**src/rtl/sms_pkg.sv**
```systemverilog
package sms_pkg;

  // Clock of both ends.
  localparam int CLK_HZ = 25_000_000;
  localparam int CLK_MHZ = CLK_HZ / 1_000_000;

  // Standby control byte layout.
  localparam int SBC_WIDTH = 8;
  localparam int SBC_STOP_POS = 1;
  localparam logic [7:0] SBC_RESET = 8'h00;

  // Oscillator settle time select and its time unit.
  localparam int SETTLE_SEL_WIDTH = 3;
  localparam logic [2:0] SETTLE_SEL_RESET = 3'h0;
  localparam int SETTLE_UNIT_NS = 40960;
  localparam int SETTLE_UNIT_CYC = (SETTLE_UNIT_NS * CLK_MHZ) / 1000;
  localparam int SETTLE_CNT_WIDTH = 16;

  // Wake source indices.
  localparam int NUM_SRC = 4;
  localparam logic [1:0] SRC_NMI = 2'h0;
  localparam logic [1:0] SRC_EXT_A = 2'h1;
  localparam logic [1:0] SRC_EXT_B = 2'h2;
  localparam logic [1:0] SRC_WATCH = 2'h3;

  // Service priority, level 0 is the highest.
  localparam int PRIO_WIDTH = 2;
  localparam logic [1:0] PRIO_LOWEST = 2'h3;

  // Outcome of a wake request under the current interrupt flags.
  typedef enum logic [1:0] {
    CL_STAY,
    CL_ACK,
    CL_RESUME
  } sms_class_t;

  typedef enum logic [1:0] {
    ST_RUN,
    ST_STOP,
    ST_SETTLE
  } sms_state_t;

endpackage

```
**src/rtl/sms_if.sv**
```systemverilog
`timescale 1ns/1ps
interface sms_if;
  import sms_pkg::*;

  // Driven by the CPU end.
  logic sbc_wr;
  logic [SBC_WIDTH-1:0] sbc_byte;
  logic [SETTLE_SEL_WIDTH-1:0] settle_sel;
  logic ext_clk;
  logic nmi_edge_rise;
  logic [NUM_SRC-1:0] mask;
  logic [NUM_SRC-1:0] macro_en;
  logic [NUM_SRC*PRIO_WIDTH-1:0] prio;
  logic int_en;
  logic lvl_relax;
  logic svc_active;
  logic [PRIO_WIDTH-1:0] svc_prio;
  logic nmi_busy_hi;
  logic [NUM_SRC-1:0] req_clr;

  // Driven by the standby controller.
  logic clk_gate_en;
  logic ack_valid;
  logic [1:0] ack_src;
  logic resume;
  logic [NUM_SRC-1:0] pending;

  modport dev (
    input sbc_wr, sbc_byte, settle_sel, ext_clk, nmi_edge_rise, mask, macro_en, prio,
    input int_en, lvl_relax, svc_active, svc_prio, nmi_busy_hi, req_clr,
    output clk_gate_en, ack_valid, ack_src, resume, pending
  );

  modport cpu (
    output sbc_wr, sbc_byte, settle_sel, ext_clk, nmi_edge_rise, mask, macro_en, prio,
    output int_en, lvl_relax, svc_active, svc_prio, nmi_busy_hi, req_clr,
    input clk_gate_en, ack_valid, ack_src, resume, pending
  );

endinterface

```
**src/rtl/sms_dev.sv**
```systemverilog
`timescale 1ns/1ps
// What this block does
// - Reset wake restarts normally, RAM kept.
// - Stop bit written one enters stop.
// - Only dedicated 8-bit move writes control.
// - Satisfied wake at write prevents stopping.
// - Stop halts oscillator, clock, CPU, peripherals.
// - Stop holds I/O lines and RAM.
// - Bus floats, refresh kept, hold acknowledge low.
// - Software clears converter enable before stop.
// - Oscillator input grounded unless external clock.
// - Only NMI, two pins, watch, reset wake.
// - Reset wakes regardless of interrupt flags.
// - NMI wakes always, acknowledged unless busy.
// - Busy NMI resumes next instruction, stays pending.
// - Enabled maskable wake acknowledged by priority.
// - Blocked maskable wake resumes, request pending.
// - Masked or macro-service source keeps stop.
// - Pending requests acknowledged once conditions allow.
// - Wake restarts oscillator, waits settle time.
// - NMI wakes only on selected edge.
module sms_dev
  import sms_pkg::*;
#(
  parameter int SETTLE_UNIT = SETTLE_UNIT_CYC
) (
  input wire logic CLK_IN,
  input wire logic ARST_N_IN,
  input wire logic CE_IN,
  sms_if.dev LINK,
  input wire logic NMI_PIN_IN,
  input wire logic WAKE_A_IN,
  input wire logic WAKE_B_IN,
  input wire logic WATCH_TIMER_IN,
  output logic STOPPED_OUT,
  output logic OSC_RUN_OUT,
  output logic OSC_PIN_GND_OUT,
  output logic PERIPH_HALT_OUT,
  output logic IO_HOLD_OUT,
  output logic RAM_RETAIN_OUT,
  output logic BUS_FLOAT_OUT,
  output logic HOLD_REQ_FLOAT_OUT,
  output logic HOLD_ACK_LOW_OUT,
  output logic REFRESH_HOLD_OUT
);

  sms_state_t state;
  logic [NUM_SRC-1:0] pin_now;
  logic [NUM_SRC-1:0] pin_prev;
  logic [NUM_SRC-1:0] edge_hit;
  logic [NUM_SRC-1:0] releasing;
  logic [NUM_SRC-1:0] ackable;
  logic [NUM_SRC-1:0] ack_clear;
  logic [SETTLE_CNT_WIDTH-1:0] settle_cnt;
  logic [1:0] wake_src;
  logic ext_clk_held;
  logic stop_req;

  ////////////////////////////////////////////////////////////////////////////
  // Decides what a pending request does under the current flags.
  function automatic sms_class_t classify(input logic [1:0] src);
    logic [PRIO_WIDTH-1:0] p;
    p = LINK.prio[src*PRIO_WIDTH +: PRIO_WIDTH];
    if (src == SRC_NMI) begin
      classify = LINK.nmi_busy_hi ? CL_RESUME : CL_ACK;
    end else if (LINK.mask[src] || LINK.macro_en[src]) begin
      classify = CL_STAY;
    end else if (!LINK.int_en) begin
      classify = CL_RESUME;
    end else if (!LINK.svc_active || LINK.svc_prio > p) begin
      classify = CL_ACK;
    end else if (LINK.svc_prio == p && p == PRIO_LOWEST && !LINK.lvl_relax) begin
      classify = CL_ACK;
    end else begin
      classify = CL_RESUME;
    end
  endfunction

  // Lowest index wins, so NMI always comes first.
  function automatic logic [1:0] first_set(input logic [NUM_SRC-1:0] v);
    first_set = SRC_NMI;
    for (int i = NUM_SRC - 1; i >= 0; i--) begin
      if (v[i]) begin
        first_set = 2'(i);
      end
    end
  endfunction

  ////////////////////////////////////////////////////////////////////////////
  // wake sources only.
  assign pin_now = {WATCH_TIMER_IN, WAKE_B_IN, WAKE_A_IN, NMI_PIN_IN};

  always_ff @(posedge CLK_IN or negedge ARST_N_IN) begin
    if (!ARST_N_IN) begin
      pin_prev <= '0;
    end else if (CE_IN) begin
      pin_prev <= pin_now;
    end
  end

  assign edge_hit[0] = LINK.nmi_edge_rise ? (pin_now[0] & ~pin_prev[0]) :
                                            (~pin_now[0] & pin_prev[0]);

  genvar g;
  generate
    for (g = 1; g < NUM_SRC; g++) begin : g_edge
      assign edge_hit[g] = pin_now[g] & ~pin_prev[g];
    end
    for (g = 0; g < NUM_SRC; g++) begin : g_class
      assign releasing[g] = LINK.pending[g] && (classify(2'(g)) != CL_STAY);
      assign ackable[g] = LINK.pending[g] && (classify(2'(g)) == CL_ACK);
    end
  endgenerate

  ////////////////////////////////////////////////////////////////////////////
  // automatic pending acknowledge.
  // Acknowledge only while the core runs; one source per cycle.
  assign ack_clear = (state == ST_RUN && |ackable) ?
                     (NUM_SRC'(1) << first_set(ackable)) : '0;

  // A new edge in the cycle of a clear keeps the request set.
  always_ff @(posedge CLK_IN or negedge ARST_N_IN) begin
    if (!ARST_N_IN) begin
      LINK.pending <= '0;
    end else if (CE_IN) begin
      LINK.pending <= (LINK.pending & ~(ack_clear | LINK.req_clr)) | edge_hit;
    end
  end

  always_ff @(posedge CLK_IN or negedge ARST_N_IN) begin
    if (!ARST_N_IN) begin
      LINK.ack_valid <= 1'b0;
      LINK.ack_src <= SRC_NMI;
    end else if (CE_IN) begin
      LINK.ack_valid <= |ack_clear;
      LINK.ack_src <= first_set(ackable);
    end
  end

  ////////////////////////////////////////////////////////////////////////////
  // stop bit decode.
  assign stop_req = LINK.sbc_wr && LINK.sbc_byte[SBC_STOP_POS];

  // reset overrides flags.
  // Reset only returns control to run; nothing here clears memory.
  always_ff @(posedge CLK_IN or negedge ARST_N_IN) begin
    if (!ARST_N_IN) begin
      state <= ST_RUN;
      settle_cnt <= '0;
      wake_src <= SRC_NMI;
      ext_clk_held <= 1'b0;
      LINK.resume <= 1'b0;
    end else if (CE_IN) begin
      LINK.resume <= 1'b0;
      case (state)
        ST_RUN: begin
          if (stop_req) begin
            if (|releasing) begin
              LINK.resume <= ~|ackable;
            end else begin
              state <= ST_STOP;
              ext_clk_held <= LINK.ext_clk;
            end
          end
        end
        ST_STOP: begin
          if (|releasing) begin
            state <= ST_SETTLE;
            wake_src <= first_set(releasing);
            settle_cnt <= SETTLE_CNT_WIDTH'((32'(LINK.settle_sel) + 1) * SETTLE_UNIT);
          end
        end
        ST_SETTLE: begin
          if (settle_cnt <= SETTLE_CNT_WIDTH'(1)) begin
            state <= ST_RUN;
            LINK.resume <= classify(wake_src) == CL_RESUME;
          end else begin
            settle_cnt <= settle_cnt - SETTLE_CNT_WIDTH'(1);
          end
        end
        default: begin
          state <= ST_RUN;
        end
      endcase
    end
  end

  ////////////////////////////////////////////////////////////////////////////
  // gate follows state.
  // The gate comes from the state flop, so it drops the cycle after the write.
  assign LINK.clk_gate_en = state == ST_RUN;
  assign STOPPED_OUT = state != ST_RUN;

  assign OSC_RUN_OUT = state != ST_STOP;
  assign PERIPH_HALT_OUT = state != ST_RUN;

  // ground oscillator input.
  // Only with a crystal; an external driver would fight the ground.
  assign OSC_PIN_GND_OUT = (state == ST_STOP) && !ext_clk_held;

  assign IO_HOLD_OUT = state != ST_RUN;
  assign RAM_RETAIN_OUT = state != ST_RUN;

  assign BUS_FLOAT_OUT = state != ST_RUN;
  assign HOLD_REQ_FLOAT_OUT = state != ST_RUN;
  assign HOLD_ACK_LOW_OUT = state != ST_RUN;
  assign REFRESH_HOLD_OUT = state != ST_RUN;

endmodule

```
**src/flat_wrapper.sv**
```systemverilog
// flat-port wrapper written by rule: the top's interface ports become plain ports
module sms_dev_flat import sms_pkg::*;
#(
  parameter int SETTLE_UNIT = SETTLE_UNIT_CYC
)
  (CLK_IN, ARST_N_IN, CE_IN, NMI_PIN_IN, WAKE_A_IN, WAKE_B_IN, WATCH_TIMER_IN, STOPPED_OUT, OSC_RUN_OUT, OSC_PIN_GND_OUT, PERIPH_HALT_OUT, IO_HOLD_OUT, RAM_RETAIN_OUT, BUS_FLOAT_OUT, HOLD_REQ_FLOAT_OUT, HOLD_ACK_LOW_OUT, REFRESH_HOLD_OUT, LINK_sbc_wr, LINK_sbc_byte, LINK_settle_sel, LINK_ext_clk, LINK_nmi_edge_rise, LINK_mask, LINK_macro_en, LINK_prio, LINK_int_en, LINK_lvl_relax, LINK_svc_active, LINK_svc_prio, LINK_nmi_busy_hi, LINK_req_clr, LINK_clk_gate_en, LINK_ack_valid, LINK_ack_src, LINK_resume, LINK_pending);
  sms_if LINK_i ();
  input wire logic CLK_IN;
  input wire logic ARST_N_IN;
  input wire logic CE_IN;
  input wire logic NMI_PIN_IN;
  input wire logic WAKE_A_IN;
  input wire logic WAKE_B_IN;
  input wire logic WATCH_TIMER_IN;
  output logic STOPPED_OUT;
  output logic OSC_RUN_OUT;
  output logic OSC_PIN_GND_OUT;
  output logic PERIPH_HALT_OUT;
  output logic IO_HOLD_OUT;
  output logic RAM_RETAIN_OUT;
  output logic BUS_FLOAT_OUT;
  output logic HOLD_REQ_FLOAT_OUT;
  output logic HOLD_ACK_LOW_OUT;
  output logic REFRESH_HOLD_OUT;
  input wire logic [$bits(LINK_i.sbc_wr)-1:0] LINK_sbc_wr;
  input wire logic [$bits(LINK_i.sbc_byte)-1:0] LINK_sbc_byte;
  input wire logic [$bits(LINK_i.settle_sel)-1:0] LINK_settle_sel;
  input wire logic [$bits(LINK_i.ext_clk)-1:0] LINK_ext_clk;
  input wire logic [$bits(LINK_i.nmi_edge_rise)-1:0] LINK_nmi_edge_rise;
  input wire logic [$bits(LINK_i.mask)-1:0] LINK_mask;
  input wire logic [$bits(LINK_i.macro_en)-1:0] LINK_macro_en;
  input wire logic [$bits(LINK_i.prio)-1:0] LINK_prio;
  input wire logic [$bits(LINK_i.int_en)-1:0] LINK_int_en;
  input wire logic [$bits(LINK_i.lvl_relax)-1:0] LINK_lvl_relax;
  input wire logic [$bits(LINK_i.svc_active)-1:0] LINK_svc_active;
  input wire logic [$bits(LINK_i.svc_prio)-1:0] LINK_svc_prio;
  input wire logic [$bits(LINK_i.nmi_busy_hi)-1:0] LINK_nmi_busy_hi;
  input wire logic [$bits(LINK_i.req_clr)-1:0] LINK_req_clr;
  output wire logic [$bits(LINK_i.clk_gate_en)-1:0] LINK_clk_gate_en;
  output wire logic [$bits(LINK_i.ack_valid)-1:0] LINK_ack_valid;
  output wire logic [$bits(LINK_i.ack_src)-1:0] LINK_ack_src;
  output wire logic [$bits(LINK_i.resume)-1:0] LINK_resume;
  output wire logic [$bits(LINK_i.pending)-1:0] LINK_pending;
  assign LINK_i.sbc_wr = LINK_sbc_wr;
  assign LINK_i.sbc_byte = LINK_sbc_byte;
  assign LINK_i.settle_sel = LINK_settle_sel;
  assign LINK_i.ext_clk = LINK_ext_clk;
  assign LINK_i.nmi_edge_rise = LINK_nmi_edge_rise;
  assign LINK_i.mask = LINK_mask;
  assign LINK_i.macro_en = LINK_macro_en;
  assign LINK_i.prio = LINK_prio;
  assign LINK_i.int_en = LINK_int_en;
  assign LINK_i.lvl_relax = LINK_lvl_relax;
  assign LINK_i.svc_active = LINK_svc_active;
  assign LINK_i.svc_prio = LINK_svc_prio;
  assign LINK_i.nmi_busy_hi = LINK_nmi_busy_hi;
  assign LINK_i.req_clr = LINK_req_clr;
  assign LINK_clk_gate_en = LINK_i.clk_gate_en;
  assign LINK_ack_valid = LINK_i.ack_valid;
  assign LINK_ack_src = LINK_i.ack_src;
  assign LINK_resume = LINK_i.resume;
  assign LINK_pending = LINK_i.pending;
  sms_dev #(.SETTLE_UNIT(SETTLE_UNIT)) u_core (.CLK_IN(CLK_IN), .ARST_N_IN(ARST_N_IN), .CE_IN(CE_IN), .LINK(LINK_i), .NMI_PIN_IN(NMI_PIN_IN), .WAKE_A_IN(WAKE_A_IN), .WAKE_B_IN(WAKE_B_IN), .WATCH_TIMER_IN(WATCH_TIMER_IN), .STOPPED_OUT(STOPPED_OUT), .OSC_RUN_OUT(OSC_RUN_OUT), .OSC_PIN_GND_OUT(OSC_PIN_GND_OUT), .PERIPH_HALT_OUT(PERIPH_HALT_OUT), .IO_HOLD_OUT(IO_HOLD_OUT), .RAM_RETAIN_OUT(RAM_RETAIN_OUT), .BUS_FLOAT_OUT(BUS_FLOAT_OUT), .HOLD_REQ_FLOAT_OUT(HOLD_REQ_FLOAT_OUT), .HOLD_ACK_LOW_OUT(HOLD_ACK_LOW_OUT), .REFRESH_HOLD_OUT(REFRESH_HOLD_OUT));
endmodule
```
**config.mk**
```make
export PLATFORM = sky130hd
export DESIGN_NAME = sms_dev_flat
export DESIGN_NICKNAME = d
export VERILOG_FILES = /design/src/rtl/sms_pkg.sv /design/src/rtl/sms_if.sv /design/src/rtl/sms_dev.sv /design/src/flat_wrapper.sv
export SDC_FILE = /design/constraint.sdc
export NUM_CORES = 1
export LEC_CHECK = 0
export ABC_AREA = 1
export BUFFER_PORTS_ARGS = -buffer_cell sky130_fd_sc_hd__buf_2
export CAP_MARGIN = 25
export CORE_ASPECT_RATIO = 1.4
export CORE_UTILIZATION = 50
export CTS_BUF_LIST = sky130_fd_sc_hd__clkbuf_2 sky130_fd_sc_hd__clkbuf_4 sky130_fd_sc_hd__clkbuf_8
export CTS_CLUSTER_SIZE = 14
export DETAILED_ROUTE_END_ITERATION = 7
export PLACE_DENSITY = 0.82
export SLEW_MARGIN = 5
export SYNTH_ARGS = -nofsm -noshare
export SYNTH_HDL_FRONTEND = slang
export SYNTH_SLANG_ARGS = --single-unit
```
**constraint.sdc**
```tcl
create_clock -name CLK_IN -period 2.13 [get_ports CLK_IN]
set_input_delay 0.213 -clock CLK_IN [delete_from_list [all_inputs] [get_ports CLK_IN]]
set_output_delay 0.213 -clock CLK_IN [all_outputs]
set_load 0.05 [all_outputs]
```
Word-level counts from Yosys, hierarchy flattened
Index checks and enable logic that the tools add are counted.

storage, ports and cells
  register bits = 33
  output and inout port bits = 19
  logic and storage cells = 148

cells by class
  multiplexer cells = 47
  reductions and logical operators = 46
  eq/ne operators = 21
  shift operators = 2
  $lt $le $gt $ge = 6
  $add $sub $neg = 2
  bitwise gates (word level) = 15

operators with widths
  kind                   count
  $mux 2                 33
  $mux 16                2
  $pmux 16 s2            1
  $logic_and 1x1->1      19
  $le 16x1->1 const B    1
  $sub 16x1->16 const B  1
  $eq 2x2->1 const B     6
  $reduce_bool 2->1      6
  $reduce_or 4->1        3
  $eq 2x1->1 const B     5
  $eq 2x2->1             4
  $gt 2x2->1             4
  $logic_or 1x1->1       8
  $ne 2x1->1 const B     4
  $or 4x4->4             2
  $reduce_and 4->1       2
  $shiftx 8x4->2         1
  $mux 1                 6
  $not 1->1              6
  $pmux 2 s3             1
  $and 1x1->1            5
  $reduce_and 5->1       1
  $add 3x1->4 const B    1
  $and 4x4->4            1
  other kinds (10)       16

Longest topological paths before layout
  depth after elaboration = 19
  depth in mapped cells = 18
  depth with buffers taken out = 17

Worst setup path before layout
OpenSTA, ideal clock, no wires.

  kind = register -> register
  start = reg u_core.state[0]
  end = reg u_core.state[0]
  arrival time = 1887 ps
  cell stages (with the launch flop) = 8
  library setup time = 127 ps
  setup slack = 115 ps
  required time = 2003 ps
  path buffers = 0
  cells stage by stage = dfrtp_1 inv_1 ha_1 inv_1 a21oi_1 nor2_1 nand2_1 o21ai_0

between the ends
  longest elaborated chain between the ends = 3

ends and longest elaborated chain
  what                                                line                RTL
  start: declaration                                  sms_dev.sv:47       sms_state_t state;
  start signal: assignment                            sms_dev.sv:148      state <= ST_RUN;
  start signal: assignment                            sms_dev.sv:161      state <= ST_STOP;
  start signal: assignment                            sms_dev.sv:168      state <= ST_SETTLE;
  $logic_not 2->1 *                                   --
  net LINK_clk_gate_en                                flat_wrapper.sv:39  output wire logic [$bits(LINK_i.clk_gate_en)-1:0] LINK_clk_gate_en;
  $ne 2x1->1 (no line) or $ne 2x2->1 (tied branches)  --
  $reduce_and 5->1 (no line)                          --

The timed path passes the listed nets; every way through them passes the cells marked *.
A chain may end at the register's enable or synchronous reset.

Worst setup path in the final report
  start = reg u_core.wake_src[1]
  end = reg u_core.LINK.resume

between the ends
  longest elaborated chain between the ends = 15

ends and longest elaborated chain
  what                            line            RTL
  start: declaration              sms_dev.sv:55   logic [1:0] wake_src;
  start signal: assignment        sms_dev.sv:169  wake_src <= first_set(releasing);
  $shiftx 8x4->2                  sms_dev.sv:63   p = LINK.prio[src*PRIO_WIDTH +: PRIO_WIDTH];
  $eq 2x2->1                      sms_dev.sv:72   end else if (LINK.svc_prio == p && p == PRIO_LOWEST && !LINK.lvl_relax) begin
  $logic_and 1x1->1 (2 in a row)  sms_dev.sv:72
  $mux 2                          sms_dev.sv:72
  $mux 2                          sms_dev.sv:70   end else if (!LINK.svc_active || LINK.svc_prio > p) begin
  $mux 2                          sms_dev.sv:68   end else if (!LINK.int_en) begin
  $mux 2                          sms_dev.sv:66   end else if (LINK.mask[src] || LINK.macro_en[src]) begin
  $mux 2 *                        sms_dev.sv:64   if (src == SRC_NMI) begin
  $mux 2 *                        sms_dev.sv:174  if (settle_cnt <= SETTLE_CNT_WIDTH'(1)) begin
  $mux 2 *                        sms_dev.sv:155  case (state)
  $mux 2 *                        sms_dev.sv:153  end else if (CE_IN) begin
  $eq 2x2->1 *                    sms_dev.sv:176  LINK.resume <= classify(wake_src) == CL_RESUME;
  $mux 1 *                        sms_dev.sv:174
  $pmux 1 s2 *                    sms_dev.sv:155
  end signal: assignment          sms_dev.sv:159  LINK.resume <= ~|ackable;
  end: declaration                sms_if.sv:31    output clk_gate_en, ack_valid, ack_src, resume, pending

Every way passes the cells marked *; elsewhere a longest branch is shown, timed or not. The select of a mux whose other input is x is not followed.

==> out/results.tsv <==
metric	value	unit
Yosys cell types	37	
total grt overflow	0	
layout cell share with drive strength beyond 1	21.4	%
Post-Syn Area	2480	sq um
TritonCTS clock tree	built	
Fill cells	437	
initial DRC count	156	
Max Freq	534	MHz
initial core utilization	53.4	%
drt pass-1 iters	4	
CP peak stage delay	430	ps
violated checks	negative hold slack	
crit-path max FO	5	
H-tree levels	2	
RSZ-0062 raised after global routing	no	
Clock Skew	8.38	ps
Fin Setup TNS	0	ps
Core Box Area	4640	sq um
final setup fails	0	
Via Count	2403	
vias in the first global route	2295	
DP HPWL	4.42	mm
Clock transition at path regs	70	ps
PD cells	1340	nW/um^2
CP endpoint kind	flop	
maximum buffer depth of the clock tree	2	
port bufs	56	
Worst Tran Pin Value	772	ps
Hold WS	-2.68	ps
crit path DAT	2110	ps
Via density	5.13	
sequential area share after synthesis	33.3	%
CP Cell Sequence	inv_1 -> nand3_1 -> nand2_1 -> inv_1 -> ha_1 -> inv_1 -> o21bai_1 -> a21boi_0 -> nand2_1 -> nand2_1 -> nand2_1 -> nand2_1 -> nand2_1 -> nand2_1 -> nand2_1 -> nand2_1	
Mapped Cells	350	
Mean Syn Cell Area	7.08	sq um
Final Max Tran Viols	0	
VDD IR max	781	uV
Die H	85.3	microns
#FFs+latches synth	33	
final antenna-violating net count	0	
Worst-Skew Late Latency	290	ps
Avg WL per Cell	12.1	microns
GPL Wtd Cong	0.844	
I/O pin count	66	
CP startpoint kind	flop	
syn nets	411	
clock root cell	clkbuf_8	
Hold Vio Cnt, Final	9	
DIE AREA	5250	sq um
outcome	finished with violations	
chip width	61.5	microns
maximum capacitance violations	0	
worst min-delay path category	in2async	
Final #Nets	466	
# rows	29	
minimum clock period	1870	ps
antenna cell count	0	
commonest non-fill, non-tap cell in the layout	nand2_1	
commonest non-fill, non-tap cells in the layout	nand2_1 (87), buf_2 (56), inv_1 (55), nor2_1 (33), dfrtp_1 (32)	
Tot GR Track Use	23.7	%
P&R area growth vs syn	15.7	%
Slew headroom	48.5	%
global-route wire length before repair	9.43	mm
initial antenna violation count	0	
Routed Wire Length	5.66	mm
CTS sink cnt	33	
total CTS buffers	5	
maximum number of pins on one net before global-route repair	34	
Most common cell on crit path	nand2_1	
Post-CTS Hold Fix Bufs	0	
crit share post-route	88.0	%
Crit-path slowest cell	dfrtp_1	
CP Class	reg2reg	
YS warnings	0	
required time of the critical path	2360	ps
static leakage	1.59	nW
Remaining DRCs	0	
-- through the flow --
stage                     total power (W)  util [%]  instances  area [sq um]  setup WS [ps]
after floorplan                   0.00295         -        350          2480            115
after global placement            0.00328      59.7        459          2770            231
after detailed placement          0.00335      59.7        459          2770            197
after CTS                         0.00384      61.6        467          2860            189
after global routing              0.00418      61.7        468          2870           16.6
final                             0.00384      61.7        468          2870            256
-- state kept, by name, indices dropped and copies added, names as in the netlist --
| register | flops |
|---|---|
| u_core.pin_prev | 4 |
| u_core.settle_cnt | 16 |
| u_core.LINK.pending | 4 |
| u_core.LINK.ack_src | 2 |
| u_core.ext_clk_held | 1 |
| u_core.state | 2 |
| u_core.wake_src | 2 |
| u_core.LINK.resume | 1 |
| u_core.LINK.ack_valid | 1 |
-- cell families after synthesis --
logic type / Yosys count / share of synthesized area, %
AND/OR/NAND/NOR: 174 / 32.6
buffers and inverters: 71 / 12.6
AO/OA/AOI/OAI: 51 / 11.9
flip-flops: 33 / 33.3
adder cells (fa/ha/maj): 14 / 7.07
XOR/XNOR: 6 / 2.12
multiplexers: 1 / 0.454
-- layout make-up --
type / instances / area [sq um] / area share [%]
repair buffers: 61 / 318 / 11.1
clock inverters: 2 / 10.0 / 0.349
clock buffers: 6 / 76.3 / 2.66
well taps: 62 / 77.6 / 2.71
multi-input cells: 246 / 1340 / 46.8
inverters: 58 / 218 / 7.59
flip-flops and latches: 33 / 827 / 28.8
-- critical path, delay by kind of cell (launching register included) --
family / cells / cell delay (ps)
flops: 1 / 430
compound gates: 2 / 200
simple gates: 10 / 630
fa+ha+maj: 1 / 280
buf+inv: 3 / 260
-- path summary, 6_finish.rpt --
check	start	endpoint	slack, ps	cells after the start
hold reg to reg	u_core.pin_prev[1]$_DFFE_PN0P_	u_core.LINK.pending[1]$_DFFE_PN0P_	470	1
setup / recovery	u_core.wake_src[1]$_DFFE_PN0P_	u_core.LINK.resume$_DFFE_PN0P_	260	16
min in group CLK_IN	LINK_nmi_edge_rise	u_core.LINK.pending[0]$_DFFE_PN0P_	140	2
setup reg to reg	u_core.wake_src[1]$_DFFE_PN0P_	u_core.LINK.resume$_DFFE_PN0P_	260	16
max in group asynchronous	ARST_N_IN	u_core.wake_src[0]$_DFFE_PN0P_	1590	1
hold / removal	ARST_N_IN	u_core.settle_cnt[0]$_DFFE_PN0P_	-3	1
-- cells in the mapped netlist (all sizes together) --
master   n  area (sq um)
xnor2    1          8.76
o211ai   1          7.51
inv     58           218
o21ai   33           165
nand2   91           362
a21oi    6          30.0
buf     13          93.8
nor3     5          36.3
a21boi   3          22.5
o22ai    2          18.8
xor2     5          43.8
ha      14           175
mux2     1          11.3
a31oi    2          18.8
nor3b    1          18.8
o31ai    2          15.0
nand4   10          62.6
nor2    36           166
nor4     2          12.5
o41ai    1          8.76
o21bai   1          7.51
nand3   27           135
dfrtp   33           826
or2      2          15.0
-- where the power goes --
group | switching, W | leakage, nW | internal, W | total, W
Combinational | 0.00167 | 1.12 | 0.000719 | 0.00239
Clock | 0.000237 | 0.0484 | 0.000239 | 0.000476
Sequential | 0.000162 | 0.427 | 0.000810 | 0.000972
-- what timing repair did --
action                                  4_1_cts  5_1_grt
endpoints found under the setup margin        0        1
setup buffers                                 0        1
gates resized for setup                       0        1
-- metal layers --
metal,vias up,GRT usage (%),routed length (microns),share of wire (%)
met5,-,0,0,0
met4,0,9.09,128,2.3
met3,14,3.81,276,4.9
met2,70,44.1,3030,54
met1,1093,25.2,2220,39
li1,1226,-,-,-
Note: power is estimated with default switching activity, not from simulation.
